## config.mk

```make
export PLATFORM = sky130hd
export DESIGN_NAME = qdcd_top
export DESIGN_NICKNAME = d
export VERILOG_FILES = /design/src/hw/qdcd_pkg.sv /design/src/hw/qdcd_sync.sv /design/src/hw/qdcd_channel.sv /design/src/hw/qdcd_top.sv
export VERILOG_INCLUDE_DIRS = /design/src /design/src/hw
export SDC_FILE = /design/constraint.sdc
export NUM_CORES = 1
export LEC_CHECK = 0
export ABC_CLOCK_PERIOD_IN_PS = 4100
export BUFFER_PORTS_ARGS = -buffer_cell sky130_fd_sc_hd__buf_2
export CAP_MARGIN = 20
export CORE_MARGIN = 1
export CORE_UTILIZATION = 64
export CTS_BUF_LIST = sky130_fd_sc_hd__clkbuf_8
export DETAILED_ROUTE_END_ITERATION = 8
export PLACE_DENSITY = 0.91
export SETUP_SLACK_MARGIN = 0.2
export SKIP_LAST_GASP = 1
export SYNTH_ARGS = -nofsm -noshare
export SYNTH_HDL_FRONTEND = slang
export SYNTH_SLANG_ARGS = --single-unit
```

## constraint.sdc

```tcl
create_clock -name clk -period 4.1 [get_ports clk]
set_input_delay 0.41 -clock clk [delete_from_list [all_inputs] [get_ports clk]]
set_output_delay 0.41 -clock clk [all_outputs]
set_load 0.1 [all_outputs]
```

## src/hw/qdcd_defines.svh

```systemverilog
`ifndef QDCD_DEFINES_SVH
`define QDCD_DEFINES_SVH
// clock and power-on timing
`define QDCD_CLK_PERIOD_NS 10
`define QDCD_POR_TIME_NS 1000
`define QDCD_POR_CYCLES ((`QDCD_POR_TIME_NS + `QDCD_CLK_PERIOD_NS - 1) / `QDCD_CLK_PERIOD_NS)
// command codes of the frame
`define QDCD_CMD_WRITE_INPUT 3'h0
`define QDCD_CMD_UPDATE_DAC 3'h1
`define QDCD_CMD_WRITE_UPD_ALL 3'h2
`define QDCD_CMD_WRITE_UPDATE 3'h3
`define QDCD_CMD_POWER 3'h4
`define QDCD_CMD_RESET 3'h5
`define QDCD_CMD_LOAD_MASK 3'h6
`define QDCD_CMD_REFERENCE 3'h7
// field positions and widths
`define QDCD_CHANNELS 4
`define QDCD_ALL_CHANNELS 3'h7
`define QDCD_SCOPE_BIT 0
`define QDCD_REF_BIT 0
// reset values
`define QDCD_MASK_RESET 4'h0
`define QDCD_PD_RESET 2'h0
`define QDCD_REF_RESET 1'h0
`endif

```

## src/hw/qdcd_pkg.sv

```systemverilog
`include "qdcd_defines.svh"
package qdcd_pkg;
  // command field of a frame
  typedef enum logic [2:0] {
    QDCD_WRITE_INPUT = `QDCD_CMD_WRITE_INPUT,
    QDCD_UPDATE_DAC = `QDCD_CMD_UPDATE_DAC,
    QDCD_WRITE_UPD_ALL = `QDCD_CMD_WRITE_UPD_ALL,
    QDCD_WRITE_UPDATE = `QDCD_CMD_WRITE_UPDATE,
    QDCD_POWER = `QDCD_CMD_POWER,
    QDCD_RESET = `QDCD_CMD_RESET,
    QDCD_LOAD_MASK = `QDCD_CMD_LOAD_MASK,
    QDCD_REFERENCE = `QDCD_CMD_REFERENCE
  } qdcd_cmd_t;
  // output stage modes of a channel
  typedef enum logic [1:0] {
    QDCD_PD_NORMAL = 2'h0,
    QDCD_PD_1K = 2'h1,
    QDCD_PD_100K = 2'h2,
    QDCD_PD_TRISTATE = 2'h3
  } qdcd_pd_t;
  // one 24-bit write frame
  typedef struct packed {
    logic reserved;
    logic spare;
    logic command_bit_2;
    logic command_bit_1;
    logic command_bit_0;
    logic channel_sel_bit_2;
    logic channel_sel_bit_1;
    logic channel_sel_bit_0;
    logic [15:0] data;
  } qdcd_frame_t;
  // low data bits of a power command
  typedef struct packed {
    logic [9:0] unused;
    logic powerdown_mode_hi;
    logic powerdown_mode_lo;
    logic [3:0] channel_en;
  } qdcd_pd_cmd_t;
  // top-level sequencing, one-hot
  typedef enum logic [1:0] {
    QDCD_ST_POR = 2'b01,
    QDCD_ST_RUN = 2'b10
  } qdcd_state_t;
endpackage : qdcd_pkg

```

## src/hw/qdcd_sync.sv

```systemverilog
module qdcd_sync #(
  parameter bit RESET_VAL = 1'b1
) (
  input wire logic clk,
  input wire logic reset_n,
  input wire logic pin,
  output logic level
);
  import qdcd_pkg::*;
  typedef struct packed {
    logic [2:0] stage;
    logic level;
  } qdcd_sync_t;
  qdcd_sync_t st;
  qdcd_sync_t next_st;
  // three stages; the level moves only when stages two and three agree
  always_comb begin
    next_st = st;
    next_st.stage = {st.stage[1:0], pin};
    if (st.stage[1] == st.stage[2]) begin
      next_st.level = st.stage[2];
    end
  end
  always_ff @(posedge clk or negedge reset_n) begin
    if (!reset_n) begin
      st <= {{3{RESET_VAL}}, RESET_VAL};
    end else begin
      st <= next_st;
    end
  end
  assign level = st.level;
endmodule : qdcd_sync

```

## src/hw/qdcd_channel.sv

```systemverilog
module qdcd_channel #(
  parameter int unsigned CODE_W = 16
) (
  input wire logic clk,
  input wire logic reset_n,
  input wire logic wr_en,
  input wire logic [CODE_W-1:0] wr_code,
  input wire logic upd_now,
  input wire logic strobe_low,
  input wire logic sync_mode,
  input wire logic load_en,
  input wire logic [CODE_W-1:0] load_code,
  input wire logic soft_zero,
  output logic [CODE_W-1:0] dac_code
);
  import qdcd_pkg::*;
  typedef struct packed {
    logic [CODE_W-1:0] input_code;
    logic [CODE_W-1:0] dac_code;
    logic pending;
  } qdcd_chan_t;
  qdcd_chan_t st;
  qdcd_chan_t next_st;
  logic [CODE_W-1:0] new_in;
  logic new_pend;
  logic upd;
  // input register, DAC register and the written-since-update flag
  always_comb begin
    next_st = st;
    new_in = wr_en ? wr_code : st.input_code;
    new_pend = st.pending | wr_en;
    upd = upd_now | (wr_en & sync_mode)
      | (strobe_low & ~sync_mode & new_pend);
    if (load_en) begin
      next_st.input_code = load_code;
      next_st.dac_code = load_code;
      next_st.pending = 1'b0;
    end else if (soft_zero) begin
      next_st.dac_code = '0;
      next_st.pending = 1'b0;
    end else begin
      next_st.input_code = new_in;
      next_st.pending = new_pend & ~upd;
      if (upd) begin
        next_st.dac_code = new_in;
      end
    end
  end
  always_ff @(posedge clk or negedge reset_n) begin
    if (!reset_n) begin
      st <= '0;
    end else begin
      st <= next_st;
    end
  end
  assign dac_code = st.dac_code;
endmodule : qdcd_channel

```

## src/hw/qdcd_top.sv

```systemverilog
module qdcd_top #(
  parameter int unsigned CODE_W = 16,
  parameter bit PIN14 = 1'b1,
  parameter int unsigned POR_CYCLES = `QDCD_POR_CYCLES
) (
  input wire logic clk,
  input wire logic reset_n,
  input wire qdcd_pkg::qdcd_frame_t frame,
  input wire logic frame_valid,
  input wire logic load_strobe_n,
  input wire logic clear_pin_n,
  input wire logic por_level_pin,
  output logic [`QDCD_CHANNELS-1:0][CODE_W-1:0] dac_code,
  output qdcd_pkg::qdcd_pd_t [`QDCD_CHANNELS-1:0] powerdown_mode,
  output logic reference_enable,
  output logic [`QDCD_CHANNELS-1:0] load_mask,
  output logic por_busy
);
  import qdcd_pkg::*;

  localparam int unsigned NCH = `QDCD_CHANNELS;
  localparam logic [15:0] POR_LAST = 16'(POR_CYCLES - 1);

  // whole control state of the decoder
  typedef struct packed {
    qdcd_state_t fsm;
    logic [15:0] por_cnt;
    logic [NCH-1:0] load_mask;
    logic [NCH-1:0][1:0] pd;
    logic ref_en;
    logic por_busy;
    logic [23:0] shift_reg;
  } qdcd_top_t;

  qdcd_top_t st;
  qdcd_top_t next_st;

  // decoded fields of the incoming frame
  qdcd_cmd_t cmd;
  logic [2:0] chan_sel;
  qdcd_pd_cmd_t pd_cmd;
  logic [CODE_W-1:0] frame_code;
  logic [NCH-1:0] chan_hit;
  logic frame_ok;

  // synchronised pins
  logic strobe_lvl_n;
  logic clear_lvl_n;
  logic por_lvl;

  // per-channel controls into the register pairs
  logic [NCH-1:0] ch_wr;
  logic [NCH-1:0] ch_upd;
  logic ch_strobe_low;
  logic ch_load;
  logic [CODE_W-1:0] ch_load_code;
  logic ch_soft_zero;
  logic [CODE_W-1:0] midscale;
  logic [CODE_W-1:0] reset_code;
  logic por_done;

  // decode of a channel selector; 111 addresses every channel
  function automatic logic [NCH-1:0] qdcd_chan_decode(input logic [2:0] sel);
    logic [NCH-1:0] hit;
    hit = '0;
    if (sel == `QDCD_ALL_CHANNELS) begin
      hit = '1;
    end else if (sel < 3'(NCH)) begin
      hit[sel[1:0]] = 1'b1;
    end
    return hit;
  endfunction : qdcd_chan_decode

  // pin synchronisers for the strobe, clear and level select
  qdcd_sync #(
    .RESET_VAL(1'b1)
  ) u_sync_strobe (
    .clk(clk),
    .reset_n(reset_n),
    .pin(load_strobe_n),
    .level(strobe_lvl_n)
  );

  qdcd_sync #(
    .RESET_VAL(1'b1)
  ) u_sync_clear (
    .clk(clk),
    .reset_n(reset_n),
    .pin(clear_pin_n),
    .level(clear_lvl_n)
  );

  qdcd_sync #(
    .RESET_VAL(1'b0)
  ) u_sync_por (
    .clk(clk),
    .reset_n(reset_n),
    .pin(por_level_pin),
    .level(por_lvl)
  );

  // frame fields; the frame comes from the framer on this clock
  always_comb begin
    cmd = qdcd_cmd_t'({frame.command_bit_2, frame.command_bit_1, frame.command_bit_0});
    chan_sel = {frame.channel_sel_bit_2, frame.channel_sel_bit_1, frame.channel_sel_bit_0};
    pd_cmd = frame.data;
    frame_code = frame.data[15 -: CODE_W];
    chan_hit = qdcd_chan_decode(chan_sel);
  end

  // frames count only once the power-on window has closed
  assign frame_ok = frame_valid && (st.fsm == QDCD_ST_RUN);

  // power-on reset code: zero on the short variant, pin chosen otherwise
  always_comb begin
    midscale = '0;
    midscale[CODE_W-1] = 1'b1;
    if (PIN14 && por_lvl) begin
      reset_code = midscale;
    end else begin
      reset_code = '0;
    end
  end

  // last cycle of the power-on window
  assign por_done = (st.fsm == QDCD_ST_POR) && (st.por_cnt == POR_LAST);

  // strobe and clear act only outside the power-on window
  always_comb begin
    ch_strobe_low = ~strobe_lvl_n && (st.fsm == QDCD_ST_RUN);
    ch_load = por_done || (~clear_lvl_n && (st.fsm == QDCD_ST_RUN));
    ch_load_code = reset_code;
  end

  // data command strobes into the channel register pairs
  always_comb begin
    ch_wr = '0;
    ch_upd = '0;
    ch_soft_zero = 1'b0;
    if (frame_ok) begin
      case (cmd)
        QDCD_WRITE_INPUT: begin
          ch_wr = chan_hit;
        end
        QDCD_UPDATE_DAC: begin
          ch_upd = chan_hit;
        end
        QDCD_WRITE_UPD_ALL: begin
          ch_wr = chan_hit;
          ch_upd = '1;
        end
        QDCD_WRITE_UPDATE: begin
          ch_wr = chan_hit;
          ch_upd = chan_hit;
        end
        QDCD_RESET: begin
          ch_soft_zero = 1'b1;
        end
        default: begin
          ch_wr = '0;
        end
      endcase
    end
  end

  // one input/DAC register pair per channel
  for (genvar ch = 0; ch < NCH; ch++) begin : g_chan
    qdcd_channel #(
      .CODE_W(CODE_W)
    ) u_chan (
      .clk(clk),
      .reset_n(reset_n),
      .wr_en(ch_wr[ch]),
      .wr_code(frame_code),
      .upd_now(ch_upd[ch]),
      .strobe_low(ch_strobe_low),
      .sync_mode(st.load_mask[ch]),
      .load_en(ch_load),
      .load_code(ch_load_code),
      .soft_zero(ch_soft_zero),
      .dac_code(dac_code[ch])
    );
  end

  // sequencing and the control registers
  always_comb begin
    next_st = st;
    if (frame_ok) begin
      next_st.shift_reg = frame;
    end
    case (st.fsm)
      // hold everything while the power-on window runs
      QDCD_ST_POR: begin
        next_st.por_busy = 1'b1;
        next_st.por_cnt = st.por_cnt + 16'h0001;
        if (por_done) begin
          next_st.fsm = QDCD_ST_RUN;
          next_st.por_busy = 1'b0;
          next_st.por_cnt = 16'h0000;
        end
      end
      // decode control commands
      QDCD_ST_RUN: begin
        next_st.por_busy = 1'b0;
        if (frame_ok) begin
          case (cmd)
            QDCD_POWER: begin
              for (int i = 0; i < NCH; i++) begin
                if (pd_cmd.channel_en[i]) begin
                  next_st.pd[i] = {pd_cmd.powerdown_mode_hi, pd_cmd.powerdown_mode_lo};
                end
              end
            end
            QDCD_LOAD_MASK: begin
              next_st.load_mask = frame.data[NCH-1:0];
            end
            QDCD_REFERENCE: begin
              next_st.ref_en = frame.data[`QDCD_REF_BIT];
            end
            QDCD_RESET: begin
              next_st.shift_reg = '0;
              if (frame.data[`QDCD_SCOPE_BIT]) begin
                next_st.load_mask = `QDCD_MASK_RESET;
                next_st.pd = {NCH{`QDCD_PD_RESET}};
                next_st.ref_en = `QDCD_REF_RESET;
              end
            end
            default: begin
              next_st.fsm = QDCD_ST_RUN;
            end
          endcase
        end
      end
      default: begin
        next_st.fsm = QDCD_ST_POR;
        next_st.por_cnt = 16'h0000;
        next_st.por_busy = 1'b1;
      end
    endcase
  end

  // state register; power-on values of every control field
  always_ff @(posedge clk or negedge reset_n) begin
    if (!reset_n) begin
      st.fsm <= QDCD_ST_POR;
      st.por_cnt <= 16'h0000;
      st.load_mask <= `QDCD_MASK_RESET;
      st.pd <= {NCH{`QDCD_PD_RESET}};
      st.ref_en <= `QDCD_REF_RESET;
      st.por_busy <= 1'b1;
      st.shift_reg <= 24'h000000;
    end else begin
      st <= next_st;
    end
  end

  // outputs straight from the state register
  always_comb begin
    for (int i = 0; i < NCH; i++) begin
      powerdown_mode[i] = qdcd_pd_t'(st.pd[i]);
    end
    reference_enable = st.ref_en;
    load_mask = st.load_mask;
    por_busy = st.por_busy;
  end

endmodule : qdcd_top

```

==> impl_metrics.toml <==
[clock_tree]
root_buffer = "clkbuf_8"
clkTransAtPathRegs_ns = 0.09
clk_path_buf_depth = 2
cts_setup_buffers = 0
cts_buffers = 17
cts_tree = "done"
htree_num_levels = 4
clkLatencyLatePin_ns = 0.47
clock-sinks = 176

[final_layout]
drive_above_1_share_pct = 26.0
fillers = 837
syn2layout_area_growth_pct = 5.77
nets = 785
multiInputGateArea_um2 = 2890
register_area_um2 = 4420

[worst_hold_path]
worstHoldPathCells = 1
worstHoldPathType = "in -> reg"

[floorplanning]
die_w_um = 114
die_h_um = 114
die_area_um2 = 13100
num_rows = 40
start_util_pct = 66.5
core_area_um2 = 12200
io_pins = 108

[synth]
async_reset_ff_share_pct = 100
synth-edff-count = 0
synth_common_cells = "dfrtp_1 (166), nor2_1 (134), buf_4 (83), mux2i_1 (63), a211oi_1 (44)"
synthFlopType = "dfrtp_1"
ys_seq_area_share_pct = 54.6
synth_top_area_cell = "dfrtp_1"
syn_inst = 731
ys_types = 55
ys_ff_latch = 176
synth_fp_nets = 764
yosysMostFrequentCell = "dfrtp_1"
yosys_warnings = 0
avgSynthCellArea_um2 = 11.1
netlist_top_cells_area = "dfrtp_1 (51%), mux2i_1 (7.8%), buf_4 (7.7%), nor2_1 (6.2%), a211oi_1 (4.1%)"
yosys.area.top_type_share_pct = 51.3
syn_area_um2 = 8090

[grt]
grt_pass1_vias = 5444
grtUsageTotal_pct = 27.9
grt_max_degree = 125
antenna_found_initial = 1
grt_first_pass_wirelength_um = 27400
grt-ovfl-total = 0

[sta]
timing.final.ws_setup_ns = 1.18
final_hold_viol_count = 0
max_slew_margin_pct = 50.9
setup_viol = 0
tightestPinTransition_ns = 0.734
fin_crit_sh_pct = 71.2
fin_skew_ns = 0.0147
rsz0062_at_grt = "false"
fin_hold_ws_ns = 0.0431
finalSetupTns_ns = 0
fin_crit_ns = 2.92
slew_violations = 0
clock.fmax_mhz = 342

[placed_design]
place_congestion = 0.899
dp_slack_ns = 1.26
place_hpwl_um = 11600
port_buffers = 105

[critical_path]
start_kind = "flop"
slowest_stage = "nand2_2"
critPathCaptureType = "flop"
r2r_cells = 6
cp_cell_sequence = "nor4_1 -> nand4_1 -> o21a_1 -> nand2_2 -> buf_4 -> nor3_1"
worst_ep_required_time_ns = 4.42
arrival_ns = 3.24
critical_path_class = "reg -> reg"
max_stage_delay_ns = 0.55
cp_max_fo = 36

[drt]
wl_um = 17100
first_iter_violations = 489
vias = 5551
via_per_inst = 5.94
ant_nets = 0
route.detailed.drc = 0
drt-pass1-iter-count = 5
wire_per_inst_um = 18.3

[run_status]
status = "completed"

[run]
drv_cap = 0

[power_and_ir_drop]
irDropWorstVdd_uv = 263
power_density_nw_per_um2 = 348
p_leak_nw = 4.26
## state kept, by name (all words and copies together), names as in the netlist, 2 cells and up
name and flops:
g_chan.u_chan.dac_code 64, g_chan.u_chan.st 68, load_mask 4, powerdown_mode 8, st 18, u_sync_clear.next_st 2, u_sync_por.next_st 2, u_sync_strobe.next_st 2
## cells by family after synthesis
group	count (synthesis)	synth area share, %
buf+inv	121	10.3
xor+xnor	13	1.41
compound gates	100	10.0
flops	176	54.6
simple gates	241	13.6
fa+ha+maj	6	0.835
mux	74	9.32
## critical path: cells and delay by family, from the launching register on
kind            cells  cell delay, ns
buf+inv             1            0.54
simple gates        4            1.44
flops               1            0.43
compound gates      1            0.34
## power breakdown
| part | switching (mW) | internal, mW | leakage (nW) |
|---|---|---|---|
| logic | 0.0726 | 0.0262 | 1.68 |
| clock network | 0.618 | 0.513 | 0.196 |
| registers | 0.00468 | 1.75 | 2.38 |
## worst paths after layout
path                                               start                  endpoint  slack [ns]
worst max-delay path                              st[48]    g_chan[0].u_chan.st[0]        1.18
worst min-delay path                       load_strobe_n  u_sync_strobe.next_st[2]        0.04
worst max register to register                    st[48]    g_chan[0].u_chan.st[0]        1.18
worst min register to register  u_sync_strobe.next_st[2]  u_sync_strobe.next_st[3]        0.36
max in group asynchronous                        reset_n   u_sync_clear.next_st[2]        2.61
min in group asynchronous                        reset_n   g_chan[2].u_chan.st[25]        0.34
## final cells by class
type | count | share of cell area, %
clock inverter | 13 | 1.30
tap | 168 | 2.46
clock buffer | 19 | 3.06
sequential | 176 | 51.6
multi-input combinational | 434 | 33.7
inverter | 5 | 0.219
timing repair buffer | 118 | 7.62
antenna | 1 | 0.0292
## cell usage in the layout, fill, tap and decap left out, drive strengths merged, types with 5 or more instances in the layout
cell type / count
dfrtp: 166
nor2: 134
buf: 117
mux2i: 63
a211oi: 62
nand2: 33
nor3: 26
clkbuf: 19
o21ai: 16
mux2: 11
inv: 11
dfstp: 10
xor2: 7
xnor2: 6
nand3: 6
nor2b: 6
and3: 5
nand2b: 5
## through the flow
| stage | instances | cell area, µm² | util [%] | power (mW) |
|---|---|---|---|---|
| 2_1_floorplan | 731 | 8090 | - | 1.81 |
| 3_3_place_gp | 899 | 8150 | 67.0 | 1.87 |
| 3_5_place_dp | 899 | 8150 | 67.0 | 1.88 |
| 4_1_cts | 931 | 8520 | 70.1 | 2.99 |
| 5_1_grt | 933 | 8560 | 70.4 | 3.07 |
| 6_report | 934 | 8560 | 70.4 | 2.98 |
## what timing repair did
item / in CTS / in global routing
endpoints found under the hold margin: 0 / 18
endpoints found under the setup margin: 0 / 0
resized for setup: 0 / 0
hold buffers: 0 / 1
## metal layers
metal	wire [µm]	GRT usage [%]	share of wire, %	vias to the layer above
met4	410	12.6	2.4	0
met2	8650	45.5	51	206
met3	1040	6.67	6.1	39
li1	-	-	-	2489
met1	7010	35.6	41	2817
met5	0	0	0	-
No activity file was read; power rests on OpenSTA's default activity.
